### src/design/bac_consts.svh
// constants for branch target and cycle accounting block
// assumes one cpu clock domain; included by bare name
`ifndef BAC_CONSTS_SVH
`define BAC_CONSTS_SVH
`define BAC_PEN_ZERO      8'h00
`define BAC_PEN_ODD_WORD  8'h02
`define BAC_PEN_ODD_LONG  8'h04
`define BAC_PEN_EXT_BYTE  8'h01
`define BAC_PEN_EXT_LONG  8'h02
`define BAC_PEN_SLOW_WORD 8'h04
`define BAC_PEN_SLOW_LONG 8'h08
`define BAC_FETCH_INT     8'h02
`define BAC_FETCH_EXT     8'h03
`define BAC_CNT_W         16
`define BAC_ACC_ONE       8'h01
`define BAC_ACC_TWO       8'h02
`define BAC_ACC_FOUR      8'h04
`endif

### src/design/bac_pkg.sv
// types for branch target and cycle accounting block
// no surrounding assumptions beyond the consts header
package bac_pkg;
  typedef enum logic [2:0] {
    BAC_BR_REL, BAC_BR_ACC, BAC_BR_CTX, BAC_BR_MEM, BAC_DATA_ACC
  } bac_kind_t;
  typedef enum logic [1:0] {BAC_SZ_BYTE, BAC_SZ_WORD, BAC_SZ_LONG} bac_size_t;
  typedef enum logic [1:0] {BAC_BUS_REG, BAC_BUS_INT, BAC_BUS_EXT16, BAC_BUS_EXT8} bac_bus_t;
endpackage : bac_pkg

### src/design/bac_branch_addr_cycle_timing.sv
// branch target generation and execution cycle accounting
// core drives one-cycle requests on clk; memory word for indirect branch
// arrives on the same clock from the core's own read path
`timescale 1ns/100ps
`default_nettype none
`include "bac_consts.svh"
module bac_branch_addr_cycle_timing
  import bac_pkg::*;
(
  input  wire logic            clk,
  input  wire logic            arst_n,
  // address request
  input  wire logic            addr_req,
  input  wire bac_kind_t       addr_kind,
  input  wire logic [15:0]     pc,
  input  wire logic [7:0]      rel_offset,
  input  wire logic [15:0]     accumulator_low_half,
  input  wire logic [7:0]      code_bank_select,
  input  wire logic [7:0]      data_bank_select,
  input  wire logic [23:0]     ea_addr,
  input  wire logic [15:0]     mem_word,
  output logic                 addr_valid,
  output logic [23:0]          target_addr,
  output logic                 rd_req,
  output logic [23:0]          rd_addr,
  // cycle accounting
  input  wire logic            insn_start,
  input  wire logic [7:0]      base_cycles,
  input  wire logic            fetch_unit,
  input  wire bac_bus_t        fetch_bus,
  input  wire logic            op_access,
  input  wire bac_bus_t        op_bus,
  input  wire bac_size_t       op_size,
  input  wire logic            op_odd,
  input  wire logic            wait_cycle,
  input  wire logic            intermittent_en,
  input  wire logic            cpu_halt_len_bit0,
  input  wire logic            cpu_halt_len_bit1,
  input  wire logic            insn_end,
  output logic [15:0]          cycle_total,
  output logic                 cycle_valid
);

  // operand extra cycles by bus, size and alignment
  function automatic logic [7:0] op_pen(input bac_bus_t b, input bac_size_t s,
                                        input logic odd);
    logic [7:0] r;
    r = `BAC_PEN_ZERO;
    if (b == BAC_BUS_REG) begin
      r = `BAC_PEN_ZERO;
    end else if (b == BAC_BUS_INT) begin
      if (odd && s == BAC_SZ_WORD) r = `BAC_PEN_ODD_WORD;
      else if (odd && s == BAC_SZ_LONG) r = `BAC_PEN_ODD_LONG;
    end else begin
      if (s == BAC_SZ_BYTE) r = `BAC_PEN_EXT_BYTE;
      else if (b == BAC_BUS_EXT16 && !odd && s == BAC_SZ_WORD) r = `BAC_PEN_EXT_BYTE;
      else if (b == BAC_BUS_EXT16 && !odd) r = `BAC_PEN_EXT_LONG;
      else if (s == BAC_SZ_WORD) r = `BAC_PEN_SLOW_WORD;
      else r = `BAC_PEN_SLOW_LONG;
    end
    return r;
  endfunction : op_pen

  // number of accesses an operand takes
  function automatic logic [7:0] op_acc(input bac_bus_t b, input bac_size_t s,
                                        input logic odd);
    logic slow;
    logic [7:0] r;
    slow = (odd && b != BAC_BUS_REG) || (b == BAC_BUS_EXT8);
    r = `BAC_ACC_ONE;
    if (s == BAC_SZ_WORD) r = slow ? `BAC_ACC_TWO : `BAC_ACC_ONE;
    else if (s == BAC_SZ_LONG) r = slow ? `BAC_ACC_FOUR : `BAC_ACC_TWO;
    return r;
  endfunction : op_acc

  // fetch correction per unit; ext8 units are bytes, others words
  function automatic logic [7:0] fetch_pen(input bac_bus_t b);
    logic [7:0] r;
    r = `BAC_FETCH_EXT;
    if (b == BAC_BUS_INT || b == BAC_BUS_REG) r = `BAC_FETCH_INT;
    return r;
  endfunction : fetch_pen

  // address generation state
  logic        addr_valid_ff, nxt_addr_valid;
  logic [23:0] target_addr_ff, nxt_target_addr;
  logic        rd_req_ff, nxt_rd_req;
  logic [23:0] rd_addr_ff, nxt_rd_addr;
  logic        mem_wait_ff, nxt_mem_wait;
  logic [7:0]  mem_bank_ff, nxt_mem_bank;
  logic [15:0] rel_sum;

  // sign extension keeps backward branches; carry dropped by 16-bit sum
  assign rel_sum = pc + {{8{rel_offset[7]}}, rel_offset};

  always_comb begin
    nxt_addr_valid  = 1'b0;
    nxt_target_addr = target_addr_ff;
    nxt_rd_req      = 1'b0;
    nxt_rd_addr     = rd_addr_ff;
    nxt_mem_wait    = mem_wait_ff;
    nxt_mem_bank    = mem_bank_ff;
    if (mem_wait_ff && rd_req_ff) begin
      // word answered during the read pulse becomes target, bank stays code bank
      nxt_addr_valid  = 1'b1;
      nxt_target_addr = {mem_bank_ff, mem_word};
      nxt_mem_wait    = 1'b0;
    end else if (addr_req && !mem_wait_ff) begin
      case (addr_kind)
        BAC_BR_REL: begin
          nxt_addr_valid  = 1'b1;
          nxt_target_addr = {code_bank_select, rel_sum};
        end
        BAC_BR_ACC: begin
          nxt_addr_valid  = 1'b1;
          nxt_target_addr = {code_bank_select, accumulator_low_half};
        end
        BAC_BR_CTX: begin
          nxt_addr_valid  = 1'b1;
          nxt_target_addr = {data_bank_select, accumulator_low_half};
        end
        BAC_DATA_ACC: begin
          nxt_addr_valid  = 1'b1;
          nxt_target_addr = {data_bank_select, accumulator_low_half};
        end
        BAC_BR_MEM: begin
          nxt_rd_req   = 1'b1;
          nxt_rd_addr  = ea_addr;
          nxt_mem_wait = 1'b1;
          nxt_mem_bank = code_bank_select;
        end
        default: nxt_addr_valid = 1'b0;
      endcase
    end
  end

  // address registers
  always_ff @(posedge clk or negedge arst_n) begin
    if (!arst_n) begin
      addr_valid_ff  <= 1'b0;
      target_addr_ff <= 24'h000000;
      rd_req_ff      <= 1'b0;
      rd_addr_ff     <= 24'h000000;
      mem_wait_ff    <= 1'b0;
      mem_bank_ff    <= 8'h00;
    end else begin
      addr_valid_ff  <= nxt_addr_valid;
      target_addr_ff <= nxt_target_addr;
      rd_req_ff      <= nxt_rd_req;
      rd_addr_ff     <= nxt_rd_addr;
      mem_wait_ff    <= nxt_mem_wait;
      mem_bank_ff    <= nxt_mem_bank;
    end
  end

  assign addr_valid  = addr_valid_ff;
  assign target_addr = target_addr_ff;
  assign rd_req      = rd_req_ff;
  assign rd_addr     = rd_addr_ff;

  // cycle accounting state
  logic [15:0] acc_ff, nxt_acc;
  logic [15:0] total_ff, nxt_total;
  logic        cvalid_ff, nxt_cvalid;
  logic [1:0]  halt_len;
  logic [15:0] step;
  logic [7:0]  n_acc;

  assign halt_len = {cpu_halt_len_bit1, cpu_halt_len_bit0};

  // sums every correction seen this cycle; fetch term is worst case only
  always_comb begin
    n_acc = `BAC_ACC_ONE;
    step  = 16'h0000;
    if (fetch_unit) begin
      step = step + {8'h00, fetch_pen(fetch_bus)};
      if (intermittent_en) step = step + {14'h0000, halt_len};
    end
    if (op_access) begin
      n_acc = op_acc(op_bus, op_size, op_odd);
      step  = step + {8'h00, op_pen(op_bus, op_size, op_odd)};
      if (intermittent_en) begin
        step = step + 16'(n_acc * halt_len);
      end
    end
    if (wait_cycle) step = step + 16'h0001;
    nxt_acc    = acc_ff + step;
    if (insn_start) nxt_acc = {8'h00, base_cycles} + step;
    nxt_cvalid = insn_end;
    nxt_total  = insn_end ? nxt_acc : total_ff;
  end

  // cycle registers
  always_ff @(posedge clk or negedge arst_n) begin
    if (!arst_n) begin
      acc_ff    <= 16'h0000;
      total_ff  <= 16'h0000;
      cvalid_ff <= 1'b0;
    end else begin
      acc_ff    <= nxt_acc;
      total_ff  <= nxt_total;
      cvalid_ff <= nxt_cvalid;
    end
  end

  assign cycle_total = total_ff;
  assign cycle_valid = cvalid_ff;

  // address results stand one cycle after the request is taken, the indirect target two cycles after
  property p_rel;
    @(posedge clk) disable iff (!arst_n)
    (addr_req && !mem_wait_ff && addr_kind == BAC_BR_REL) |=> addr_valid &&
      target_addr == {$past(code_bank_select), 16'($past(pc) +
      {{8{$past(rel_offset[7])}}, $past(rel_offset)})};
  endproperty
  a_rel: assert property (p_rel) else $error("relative target wrong");
  property p_ctx;
    @(posedge clk) disable iff (!arst_n)
    (addr_req && !mem_wait_ff && addr_kind == BAC_BR_CTX) |=>
      target_addr[23:16] == $past(data_bank_select);
  endproperty
  a_ctx: assert property (p_ctx) else $error("context bank wrong");
  property p_acc;
    @(posedge clk) disable iff (!arst_n)
    (addr_req && !mem_wait_ff && addr_kind == BAC_BR_ACC) |=>
      target_addr == {$past(code_bank_select), $past(accumulator_low_half)};
  endproperty
  a_acc: assert property (p_acc) else $error("acc jump wrong");
  property p_mem;
    @(posedge clk) disable iff (!arst_n)
    (addr_req && !mem_wait_ff && addr_kind == BAC_BR_MEM) |=> rd_req ##1 addr_valid;
  endproperty
  a_mem: assert property (p_mem) else $error("indirect read missing");

  // accumulator steps checked against the correction constants
  property p_wait;
    @(posedge clk) disable iff (!arst_n)
    (!insn_start && wait_cycle && !fetch_unit && !op_access) |=>
      acc_ff == $past(acc_ff) + 16'h0001;
  endproperty
  a_wait: assert property (p_wait) else $error("wait not counted");
  property p_base;
    @(posedge clk) disable iff (!arst_n)
    (insn_start && !wait_cycle && !fetch_unit && !op_access) |=>
      acc_ff == {8'h00, $past(base_cycles)};
  endproperty
  a_base: assert property (p_base) else $error("base count wrong");
  property p_end;
    @(posedge clk) disable iff (!arst_n)
    insn_end |=> cycle_valid && cycle_total == acc_ff;
  endproperty
  a_end: assert property (p_end) else $error("total not reported");
  property p_int_fetch;
    @(posedge clk) disable iff (!arst_n)
    (!insn_start && fetch_unit && fetch_bus == BAC_BUS_INT && !intermittent_en
     && !op_access && !wait_cycle) |=> acc_ff == $past(acc_ff) + 16'h0002;
  endproperty
  a_int_fetch: assert property (p_int_fetch) else $error("fetch charge wrong");
  // data access through the accumulator lands in the data bank
  property p_data;
    @(posedge clk) disable iff (!arst_n)
    (addr_req && !mem_wait_ff && addr_kind == BAC_DATA_ACC) |=>
      addr_valid && target_addr == {$past(data_bank_select), $past(accumulator_low_half)};
  endproperty
  a_data: assert property (p_data) else $error("data address wrong");
  // indirect target is the word shown while the read was asked for
  property p_mem_tgt;
    @(posedge clk) disable iff (!arst_n)
    (rd_req && mem_wait_ff) |=> addr_valid && target_addr[15:0] == $past(mem_word);
  endproperty
  a_mem_tgt: assert property (p_mem_tgt) else $error("indirect target wrong");
  // odd long on internal memory costs the full odd penalty
  property p_odd_long;
    @(posedge clk) disable iff (!arst_n)
    (insn_start && op_access && op_bus == BAC_BUS_INT && op_size == BAC_SZ_LONG && op_odd
     && !intermittent_en && !fetch_unit && !wait_cycle) |=>
      acc_ff == {8'h00, $past(base_cycles)} + {8'h00, `BAC_PEN_ODD_LONG};
  endproperty
  a_odd_long: assert property (p_odd_long) else $error("odd long penalty wrong");
  // byte bus word takes two accesses, each halting the cpu
  property p_halt_op;
    @(posedge clk) disable iff (!arst_n)
    (insn_start && op_access && op_bus == BAC_BUS_EXT8 && op_size == BAC_SZ_WORD
     && intermittent_en && !fetch_unit && !wait_cycle) |=>
      acc_ff == {8'h00, $past(base_cycles)} + {8'h00, `BAC_PEN_SLOW_WORD}
                + {13'h0000, $past(halt_len), 1'b0};
  endproperty
  a_halt_op: assert property (p_halt_op) else $error("halt charge wrong");
  // external word fetch plus one halt when intermittent
  property p_ext_fetch;
    @(posedge clk) disable iff (!arst_n)
    (!insn_start && fetch_unit && fetch_bus == BAC_BUS_EXT16 && !op_access && !wait_cycle)
      |=> acc_ff == $past(acc_ff) + {8'h00, `BAC_FETCH_EXT}
                    + ($past(intermittent_en) ? {14'h0000, $past(halt_len)} : 16'h0000);
  endproperty
  a_ext_fetch: assert property (p_ext_fetch) else $error("fetch halt wrong");

  // main scenarios
  c_ctx: cover property (@(posedge clk) addr_req && addr_kind == BAC_BR_CTX);
  c_wait: cover property (@(posedge clk) wait_cycle && !fetch_unit && !op_access);
  c_rel: cover property (@(posedge clk) addr_req && addr_kind == BAC_BR_REL);
  c_mem: cover property (@(posedge clk) rd_req ##1 addr_valid);
  c_halt: cover property (@(posedge clk) intermittent_en && op_access ##1 insn_end);
endmodule : bac_branch_addr_cycle_timing
`default_nettype wire

### config.mk
export PLATFORM = sky130hd
export DESIGN_NAME = bac_branch_addr_cycle_timing
export DESIGN_NICKNAME = d
export VERILOG_FILES = /design/src/design/bac_pkg.sv /design/src/design/bac_branch_addr_cycle_timing.sv
export VERILOG_INCLUDE_DIRS = /design/src /design/src/design
export SDC_FILE = /design/constraint.sdc
export NUM_CORES = 1
export LEC_CHECK = 0
export BUFFER_PORTS_ARGS = -buffer_cell sky130_fd_sc_hd__buf_2
export CAP_MARGIN = 20
export CORE_AREA = 2 2 86 171
export CTS_CLUSTER_SIZE = 16
export DETAILED_ROUTE_END_ITERATION = 16
export DIE_AREA = 0 0 88 173
export PLACE_DENSITY = 0.68
export SLEW_MARGIN = 5
export SYNTH_ARGS = -nofsm -noshare
export SYNTH_HDL_FRONTEND = slang
export SYNTH_SLANG_ARGS = --single-unit
### constraint.sdc
create_clock -name clk -period 6.1 [get_ports clk]
set_input_delay 0.305 -clock clk [delete_from_list [all_inputs] [get_ports clk]]
set_output_delay 0.305 -clock clk [all_outputs]
set_load 0.05 [all_outputs]
==> results of run 1 <==
==> sequential cells by signal (all words and copies together) (netlist names) <==
| signal | flops |
|---|---|
| acc_ff | 16 |
| addr_valid | 1 |
| cycle_total | 16 |
| cycle_valid | 1 |
| mem_bank_ff | 8 |
| mem_wait_ff | 1 |
| rd_addr | 24 |
| rd_req | 1 |
| target_addr | 24 |
==> layer usage <==
metal	global-route usage	vias up
met2	0.402	184
li1	-	2438
met1	0.205	2433
met5	0	-
met3	0.0411	43
met4	0.0955	0
==> logic make-up (layout without fill, tap and decap cells) <==
group | after synthesis | after routing | share of synthesized area
AND/OR/NAND/NOR | 166 | 166 | 0.137
AO/OA/AOI/OAI | 133 | 133 | 0.148
flip-flops | 92 | 92 | 0.399
multiplexers | 71 | 71 | 0.135
buffers and inverters | 46 | 233 | 0.0358
adder cells (fa/ha/maj) | 42 | 42 | 0.0984
XOR/XNOR | 31 | 31 | 0.0471
==> stage by stage <==
stage | cell area, sq um | power, mW | utilization | std cells
3_5_place_dp | 6870 | 2.54 | 0.497 | 940
3_3_place_gp | 6870 | 2.50 | 0.497 | 940
6_report | 7220 | 3.14 | 0.522 | 957
4_1_cts | 7200 | 3.17 | 0.521 | 956
5_1_grt | 7220 | 3.31 | 0.522 | 957
2_1_floorplan | 5760 | 2.13 | - | 581
==> cell usage after synthesis (7+ instances only) <==
cell type	n
nor2_1	46
mux2i_1	17
inv_1	19
buf_2	9
dfrtp_1	92
nand4_1	12
o21ai_1	26
nor3_1	10
xor2_1	13
and3_1	7
nand2_1	52
mux2_1	10
clkbuf_1	10
a21o_1	12
a211oi_1	8
nand2b_1	10
a21oi_1	36
o21ai_0	11
xnor2_1	18
ha_1	34
mux2_2	44
==> worst max-delay path, cell delays in order <==
cell and delay, ps:
buf_2 110, or2_2 320, a21oi_1 200, ha_1 210
inv_1 60, fa_1 480, fa_1 500, inv_1 50
ha_1 230, fa_1 420, xnor2_1 180, a2111oi_4 450
o21ai_1 150, nor2_1 130, xor2_1 210, ha_1 250
o21ai_1 120, a22oi_1 400, nand4_1 180, xor2_1 170
nor2_1 70, mux2_2 270
==> power by group through the flow <==
stage	combinational (mW)	clock, mW	sequential, mW
3_5_place_dp	1.55	0	0.991
5_1_grt	1.64	0.654	1.01
2_1_floorplan	0.492	0	1.64
6_report	1.54	0.614	0.977
4_1_cts	1.55	0.632	0.982
3_3_place_gp	1.53	0	0.975
==> placed cells by master, fill, tap and decap left out, drive strengths merged, types with 7 or more instances in the layout <==
master and n:
mux2 54, nor2 51, inv 24, and3 7, nand2b 10, mux2i 17, nand2 52, clkbuf 9
a21oi 36, a211oi 8, buf 195, o21ai 37, dfrtp 92, xor2 13, a21o 12, nor3 11
nand4 12, xnor2 18, ha 34
==> area by class of cell <==
class	count	area, sq um
Inverter	22	82.6
Fill cell	1287	6600
Timing Repair Buffer	196	1010
Clock inverter	6	96.3
Clock buffer	9	225
Sequential cell	92	2300
Tap cell	189	236
Multi-Input combinational cell	443	3260
==> worst min path at each step <==
stage | cells past startpoint | end | from | slack [ps]
3_5_place_dp | 1 | cycle_total[8] | arst_n | 150
5_1_grt | 2 | rd_addr[11] | ea_addr[11] | 180
3_3_place_gp | 1 | cycle_total[8] | arst_n | 150
4_1_cts | 2 | rd_addr[6] | ea_addr[6] | 160
6_report | 2 | rd_addr[6] | ea_addr[6] | 180
2_1_floorplan | 0 | acc_ff[0] | arst_n | 9
==> out/results.ini, run 1 <==
[outcome]
status=complete, no violations

[floorplan]
placeableCoreArea_sq_mm=0.0138
num_rows=61
io_pins=192
fp.dieW_um=88
start_util=0.417
die_y_um=173
die-area_sq_mm=0.0152

[sta]
worstMarginPinSlew_ps=1020
skew_ps=6.55
setup_ws_ps=858
slew_headroom=0.317
finalSetupViolCount=0
whs_ps=179
finalHoldViolations=0
drv_slew=0
max_freq_mhz=191
rsz0062_at_grt=false
fin_crit_ps=5240
fin_crit_sh=0.859
tns_ps=0

[synth]
ys_seq_elements=92
synth.top_cell.area_share=0.399
synthArstFlopShare=1.00
syn_nets=746
synth_edf_count=0
synth_area_leaders=dfrtp_1, mux2_2, ha_1
synth_flop_cell=dfrtp_1
yosysSeqAreaShare=0.399
yosys.cell_types.count=57
synth_largest_area_cell=dfrtp_1
netlist_instances=581
yosys_warnings=0
syn_area_sq_mm=0.00576
syn-mean-instance-area_sq_um=9.92

[clocking]
cts_tree=yes
cts_buffers=9
cts-root-buf=clkbuf_16
cts.reportedPaths.clkPinSlew_ps=70
htree_levels=3
cts.repair.resized=0
clockBufferDepth=2
hold_buffers=1
cts_sinks=92
worstSkewPairLatency_ps=340
post-cts-setup-buffers=0

[finish]
drive_above_1_share=0.349
area_delta_synth_final_pct=25.2
diodes=0
fin_nets=929

[detailed_routing]
wl_met1_um=5250
drt-initial-drc-count=160
wl_met2_um=9010
vias=5098
top_layer_used=met4
wire_per_inst_um=16.5
wl_met3_um=918
vias_per_cell=5.33
drc=0
drt_wl_total_um=15800
antenna_left=0
drt_pass1_iterations=7

[pwr]
switching_share=0.468
comb_power_share=0.493
clock_power_share=0.196
powerDensity_mw_per_mm2=435
power.internal_mw=1.67
p_seq_frac=0.312
p_leak_nw=3.53
peakVddDrop_mv=0.338
power_switching_mw=1.47

[worst_setup_path]
rr_worst_depth=9
path_class=input port to flip-flop
cp_max_fo=5
setup.worst_path.start_class=input port
crit_end=cycle_total[15]
cp.required_ps=6320
r2r_slack_ps=3490
crit_start=op_odd
r2r_end=cycle_total[14]
rr_startpoint=acc_ff[0]
critPathArrivalTime_ps=5460
endpoint_kind=flip-flop

[global_route]
globalRouteOverflowTotal=0
grt_pass1_wl_um=25200
grt_max_degree=81
first_global_vias=5391
track_usage=0.210
antenna_found_initial=0

[placed_design]
place.gp.congestion=0.877
portBuffers=190
dp_hpwl_um=12600
place_ws_ps=508

[job]
max_cap_violations=0

[hold_path]
min_path_type=input port to flip-flop

Note: power is estimated with default switching activity, not from simulation.
==> run 2: changes to the inputs <==
--- a/config.mk
+++ b/config.mk
@@ -7,11 +7,11 @@
 export NUM_CORES = 1
 export LEC_CHECK = 0
+export ABC_AREA = 1
 export BUFFER_PORTS_ARGS = -buffer_cell sky130_fd_sc_hd__buf_2
 export CAP_MARGIN = 20
-export CORE_AREA = 2 2 86 171
+export CORE_AREA = 2 2 92 182
 export CTS_CLUSTER_SIZE = 16
 export DETAILED_ROUTE_END_ITERATION = 16
-export DIE_AREA = 0 0 88 173
-export PLACE_DENSITY = 0.68
+export DIE_AREA = 0 0 94 184
 export SLEW_MARGIN = 5
 export SYNTH_ARGS = -nofsm -noshare
==> constraint.sdc (replaced) <==
create_clock -name clk -period 6.1 [get_ports clk]
set_input_delay 0.915 -clock clk [delete_from_list [all_inputs] [get_ports clk]]
set_output_delay 0.915 -clock clk [all_outputs]
set_load 0.05 [all_outputs]
==> run 2 against run 1 <==
- die area is 14% higher
- sequential share of layout area fell by 2.0 points
- non-clock buffer count fell by 2
- critical endpoint is now cycle_total[11]
- largest power group is now sequential cells
- highest routed layer is now met5
==> out/results.ini, run 2 <==
[detailed_routing]
drt-initial-drc-count=221  ; +38%
drt_wl_total_um=19300  ; +22%
antenna_left=0  ; unchanged
vias=6180  ; +21%
drc=0  ; unchanged
drt_pass1_iterations=4  ; -3
wire_per_inst_um=15.1  ; -8.6%
vias_per_cell=4.84  ; -9.2%

[worst_setup_path]
cp_slowest_cell=fa_1
endpoint_kind=flip-flop
cp_slowest_stage_delay_ps=500  ; about the same
cp_common_cell=nand2_1
critPathArrivalTime_ps=5630  ; +170 ps
setup.worst_path.start_class=input port
cp.required_ps=6400  ; +80 ps
cp_max_fo=5  ; unchanged
path_class=input port to flip-flop

[hold_path]
min_path_type=flip-flop to flip-flop

[placed_design]
dp_hpwl_um=15400  ; +22%
portBuffers=190  ; unchanged
place.gp.congestion=0.871  ; -0.64%

[sta]
max_freq_mhz=187  ; -1.7%
rsz0062_at_grt=false
finalHoldViolations=0  ; unchanged
fin_crit_ps=5330  ; +91.8 ps
worstMarginPinSlew_ps=751  ; -274 ps
slew_headroom=0.498  ; +0.181
skew_ps=7.81  ; +1.26 ps
drv_slew=0  ; unchanged
finalSetupViolCount=0  ; unchanged
fin_crit_sh=0.874  ; +0.0151
whs_ps=465  ; +286 ps
tns_ps=0  ; unchanged

[clocking]
htree_levels=3  ; unchanged
cts-root-buf=clkbuf_16
clockBufferDepth=2  ; unchanged
hold_buffers=0  ; -1
cts_tree=yes
post-cts-setup-buffers=0  ; unchanged
cts_sinks=92  ; unchanged
cts.repair.resized=0  ; unchanged
cts_buffers=9  ; unchanged
worstSkewPairLatency_ps=360  ; +20 ps
cts.reportedPaths.clkPinSlew_ps=70  ; about the same

[global_route]
grt_max_degree=54  ; -33%
first_global_vias=6346  ; +18%
track_usage=0.231  ; +0.0209
grt_pass1_wl_um=30400  ; +20%
antenna_found_initial=3  ; +3
globalRouteOverflowTotal=0  ; unchanged

[synth]
synth_flop_cell=dfrtp_1
synth.top_cell.area_share=0.368  ; -0.0319
synth_edf_count=0  ; unchanged
syn_area_sq_mm=0.00626  ; +8.7%
yosysMostFrequentCell=nand2_1
yosysSeqAreaShare=0.368  ; -0.0319
ys_seq_elements=92  ; unchanged
netlist_instances=888  ; +53%
synth_common_cells=nand2_1, dfrtp_1, inv_1
synth_largest_area_cell=dfrtp_1
synth_area_leaders=dfrtp_1, nand2_1, ha_1
synthArstFlopShare=1.00  ; unchanged
syn-mean-instance-area_sq_um=7.05  ; -29%
syn_nets=1053  ; +41%
yosys.cell_types.count=42  ; -26%
yosys_warnings=0  ; unchanged

[floorplan]
die-area_sq_mm=0.0173  ; +14%
start_util=0.395  ; -0.0222
placeableCoreArea_sq_mm=0.0159  ; +15%
num_rows=65  ; +6.6%
io_pins=192  ; unchanged
fp.dieW_um=94  ; +6.8%
die_y_um=184  ; +6.4%

[finish]
fin_nets=1234  ; +33%
area_delta_synth_final_pct=23.1
drive_above_1_share=0.224  ; -0.125
layout_common_cells=nand2_1, buf_2, dfrtp_1
final_common_cell=nand2_1

[pwr]
power_switching_mw=0.643  ; -56%
p_leak_nw=4.70  ; +33%
powerDensity_mw_per_mm2=245  ; -44%
clock_power_share=0.361  ; +0.165
peakVddDrop_mv=0.161  ; -52%
p_seq_frac=0.361  ; +0.049
comb_power_share=0.278  ; -0.215
switching_share=0.341  ; -0.127
power.internal_mw=1.24  ; -26%

[outcome]
status=complete, no violations

[job]
max_cap_violations=0  ; unchanged

[run 2: cell types whose count changed in the layout (fill, tap and decap cells not counted), sizes merged, moves of 8 or more]
cell and delta:
xnor2 -13, nand2 +335, nand3 +75, inv +71, a21o -8, mux2 -53
mux2i -17, o21ai -20, nand2b -10
[run 2: area by class of cell]
class                           instances  area (sq um)
Antenna cell                            2          5.00
Fill cell                            1689          8150
Clock buffer                           10           239
Clock inverter                          6           116
Timing Repair Buffer                  194           983
Sequential cell                        92          2300
Multi-Input combinational cell        677          3450
Inverter                               95           364
Tap cell                              201           251
[run 2: cell families (layout without fill, tap and decap cells)]
| family | after synthesis | in the layout | share of synthesized area |
|---|---|---|---|
| AND/OR/NAND/NOR | 550 | 550 | 0.368 |
| buffers and inverters | 119 | 305 | 0.0821 |
| other | 0 | 2 | 0 |
| AO/OA/AOI/OAI | 69 | 69 | 0.0693 |
| flip-flops | 92 | 92 | 0.368 |
| XOR/XNOR | 17 | 17 | 0.0238 |
| multiplexers | 1 | 1 | 0.00180 |
| adder cells (fa/ha/maj) | 40 | 40 | 0.0871 |
[run 2: power by group through the flow]
stage | Sequential (mW) | Combinational, mW | Clock [mW]
4_1_cts | 0.682 | 0.533 | 0.698
3_3_place_gp | 0.693 | 0.528 | 0
2_1_floorplan | 0.788 | 0.266 | 0
5_1_grt | 0.687 | 0.585 | 0.720
3_5_place_dp | 0.692 | 0.532 | 0
6_report | 0.681 | 0.525 | 0.681
[run 2: critical path, delay by kind of cell]
kind,cells,cell delay (ps)
buf+inv,6,420
simple gates,14,1440
compound gates,2,150
xor+xnor,1,190
fa+ha+maj,7,2510
[run 2: per-layer routing]
metal  track usage  part of all wire
met5             0           0.00067
met4         0.101             0.031
met3        0.0328             0.040
met2         0.487              0.61
met1         0.200              0.32
[run 2: worst paths after layout]
kind | from | to | slack [ps] | depth (start not counted)
worst min-delay path | cycle_total[0] | cycle_total[0] | 460 | 2
max in group asynchronous | arst_n | target_addr[13] | 4440 | 2
worst max register to register | rd_req | target_addr[12] | 3770 | 6
worst min register to register | cycle_total[0] | cycle_total[0] | 460 | 2
min in group asynchronous | arst_n | cycle_total[8] | 530 | 1
worst max-delay path | cpu_halt_len_bit0 | cycle_total[11] | 770 | 30
[run 2: metrics by stage]
step                 util  power, mW  cell area, sq um  worst slack [ps]  std cells
finish              0.486       1.89              7710               766       1277
global placement    0.463       1.22              7350               441       1259
floorplan               -       1.05              6260               976        888
global route        0.486       1.99              7700               350       1275
detailed placement  0.463       1.22              7350               356       1259
CTS                 0.486       1.91              7700               742       1275
==> run 3: changes to the inputs <==
- REMOVE_ABC_BUFFERS: not set -> 1
==> run 3 against run 2 <==
- maximum frequency rose by 0.11%
- clock power decreased by 16%
- flip-flop and latch count unchanged
- critical path depth stayed put
- register-to-register slack gained 150 ps
- total power decreased by 5.9%
- clock-buffer cell count is 1 higher
- global-route usage decreased by 1.6 points
- largest power group unchanged
==> out/results.ini, run 3 (synthesis gave the netlist of run 2 again) <==
[sta]
finalHoldViolations=0  ; unchanged
setup_ws_ps=772  ; +5.64 ps
whs_ps=473  ; +8.55 ps
finalSetupViolCount=0  ; unchanged
worstMarginPinSlew_ps=1070  ; +315 ps
slew_headroom=0.288  ; -0.210
skew_ps=10.3  ; +2.45 ps
drv_slew=0  ; unchanged
tns_ps=0  ; unchanged
fin_crit_sh=0.874  ; -0.000924
max_freq_mhz=188  ; +0.11%
fin_crit_ps=5330  ; -5.64 ps
rsz0062_at_grt=false

[clocking]
cts-root-buf=clkbuf_16
hold_buffers=0  ; unchanged
worstSkewPairLatency_ps=340  ; -20 ps
htree_levels=3  ; unchanged
cts.reportedPaths.clkPinSlew_ps=70  ; about the same
cts_sinks=92  ; unchanged
cts.repair.resized=0  ; unchanged
clockBufferDepth=2  ; unchanged
post-cts-setup-buffers=0  ; unchanged
cts_tree=yes
cts_buffers=9  ; unchanged

[detailed_routing]
wire_per_inst_um=14.5  ; -3.9%
drt_wl_total_um=18500  ; -4.2%
antenna_left=0  ; unchanged
drt_pass1_iterations=5  ; +1
drc=0  ; unchanged
vias_per_cell=4.82  ; -0.36%
vias=6143  ; -0.60%
drt-initial-drc-count=172  ; -22%

[finish]
area_delta_synth_final_pct=21.9
stdcell_area_sq_mm=0.00763  ; -0.97%
fin_nets=1233  ; -0.081%
drive_above_1_share=0.222  ; -0.00259
layout_common_cells=nand2_1, buf_2, dfrtp_1
diodes=0  ; -2
fin_util=0.481  ; -0.00473
stdcell_count=1274  ; -0.23%
final_common_cell=nand2_1

[global_route]
track_usage=0.214  ; -0.0163
grtUsageMet2=0.433  ; -0.0543
use_met3=0.0262  ; -0.00656
antenna_found_initial=0  ; -3
grt_max_degree=65  ; +20%
first_global_vias=6030  ; -5.0%
grt_pass1_wl_um=28700  ; -5.5%
use_met1=0.204  ; +0.00345
grt.busiest_layer=met2
globalRouteOverflowTotal=0  ; unchanged

[pwr]
p_total_mw=1.78  ; -5.9%
peakVddDrop_mv=0.142  ; -12%
powerDensity_mw_per_mm2=233  ; -4.9%
p_leak_nw=4.66  ; -0.82%

[placed_design]
place_area_sq_mm=0.00734  ; -0.10%
place.gp.congestion=0.889  ; +2.0%
dpl.cell_count=1258  ; -0.079%
portBuffers=190  ; unchanged
dp_hpwl_um=14600  ; -5.0%
place_ws_ps=387  ; +30.4 ps

[floorplan]
num_rows=65  ; unchanged
placeableCoreArea_sq_mm=0.0159  ; unchanged
start_util=0.395  ; unchanged
io_pins=192  ; unchanged
die_y_um=184  ; unchanged
die-area_sq_mm=0.0173  ; unchanged
fp.dieW_um=94  ; unchanged

[worst_setup_path]
cp_max_fo=5  ; unchanged
critPathArrivalTime_ps=5600  ; -30 ps
r2r_end=target_addr[9]
cp_slowest_cell=fa_1
path_class=input port to flip-flop
cp.required_ps=6380  ; -20 ps
cp_slowest_stage_delay_ps=510  ; about the same
r2r_slack_ps=3920  ; +150 ps
endpoint_kind=flip-flop
rr_startpoint=mem_wait_ff
setup.worst_path.start_class=input port
cp_common_cell=nand2_1
rr_worst_depth=7  ; +1

[job]
max_cap_violations=0  ; unchanged

[hold_path]
holdPathStages=2  ; unchanged
min_path_type=flip-flop to flip-flop
min_from=cycle_total[1]
hold_path_end=cycle_total[1]

[outcome]
status=complete, no violations

-- run 3: cell types whose count changed in the layout (fill, tap and decap cells not counted), sizes merged --
cell      delta
bufinv       -2
diode        -2
clkinvlp     +1
clkbuf       +1
buf          -1
-- run 3: final cells by class --
cell class                      instances  area, sq um
Fill cell                            1694         8230
Clock buffer                           11          233
Inverter                               95          364
Sequential cell                        92         2300
Clock inverter                          5         60.1
Tap cell                              201          251
Multi-Input combinational cell        677         3450
Timing Repair Buffer                  193          976
-- run 3: worst max path at each step --
stage / from / endpoint / slack, ps / cells past startpoint
6_report: cpu_halt_len_bit0 / cycle_total[11] / 770 / 30
5_1_grt: cpu_halt_len_bit0 / cycle_total[11] / 380 / 30
4_1_cts: cpu_halt_len_bit0 / cycle_total[11] / 750 / 30
3_5_place_dp: cpu_halt_len_bit0 / cycle_total[11] / 390 / 30
3_3_place_gp: cpu_halt_len_bit0 / cycle_total[11] / 400 / 30
2_1_floorplan: cpu_halt_len_bit0 / cycle_total[11] / 1050 / 29
-- run 3: critical path: cells and delay by family --
| kind | cells | cell delay [ps] |
|---|---|---|
| AO/OA/AOI/OAI | 2 | 160 |
| adder cells (fa/ha/maj) | 7 | 2510 |
| XOR/XNOR | 1 | 220 |
| AND/OR/NAND/NOR | 14 | 1390 |
| buffers and inverters | 6 | 400 |
-- run 3: report_power, final --
group | switching, mW | internal (mW) | leakage [nW]
Clock | 0.252 | 0.321 | 0.141
Combinational | 0.355 | 0.167 | 3.30
Sequential | 0.0209 | 0.660 | 1.23
Total | 0.628 | 1.15 | 4.66
-- run 3: per-layer routing --
metal / vias up / share of wire
met3: 43 / 0.033
met1: 2786 / 0.35
met4: 0 / 0.039
met5: - / 0
met2: 148 / 0.58
li1: 3166 / -
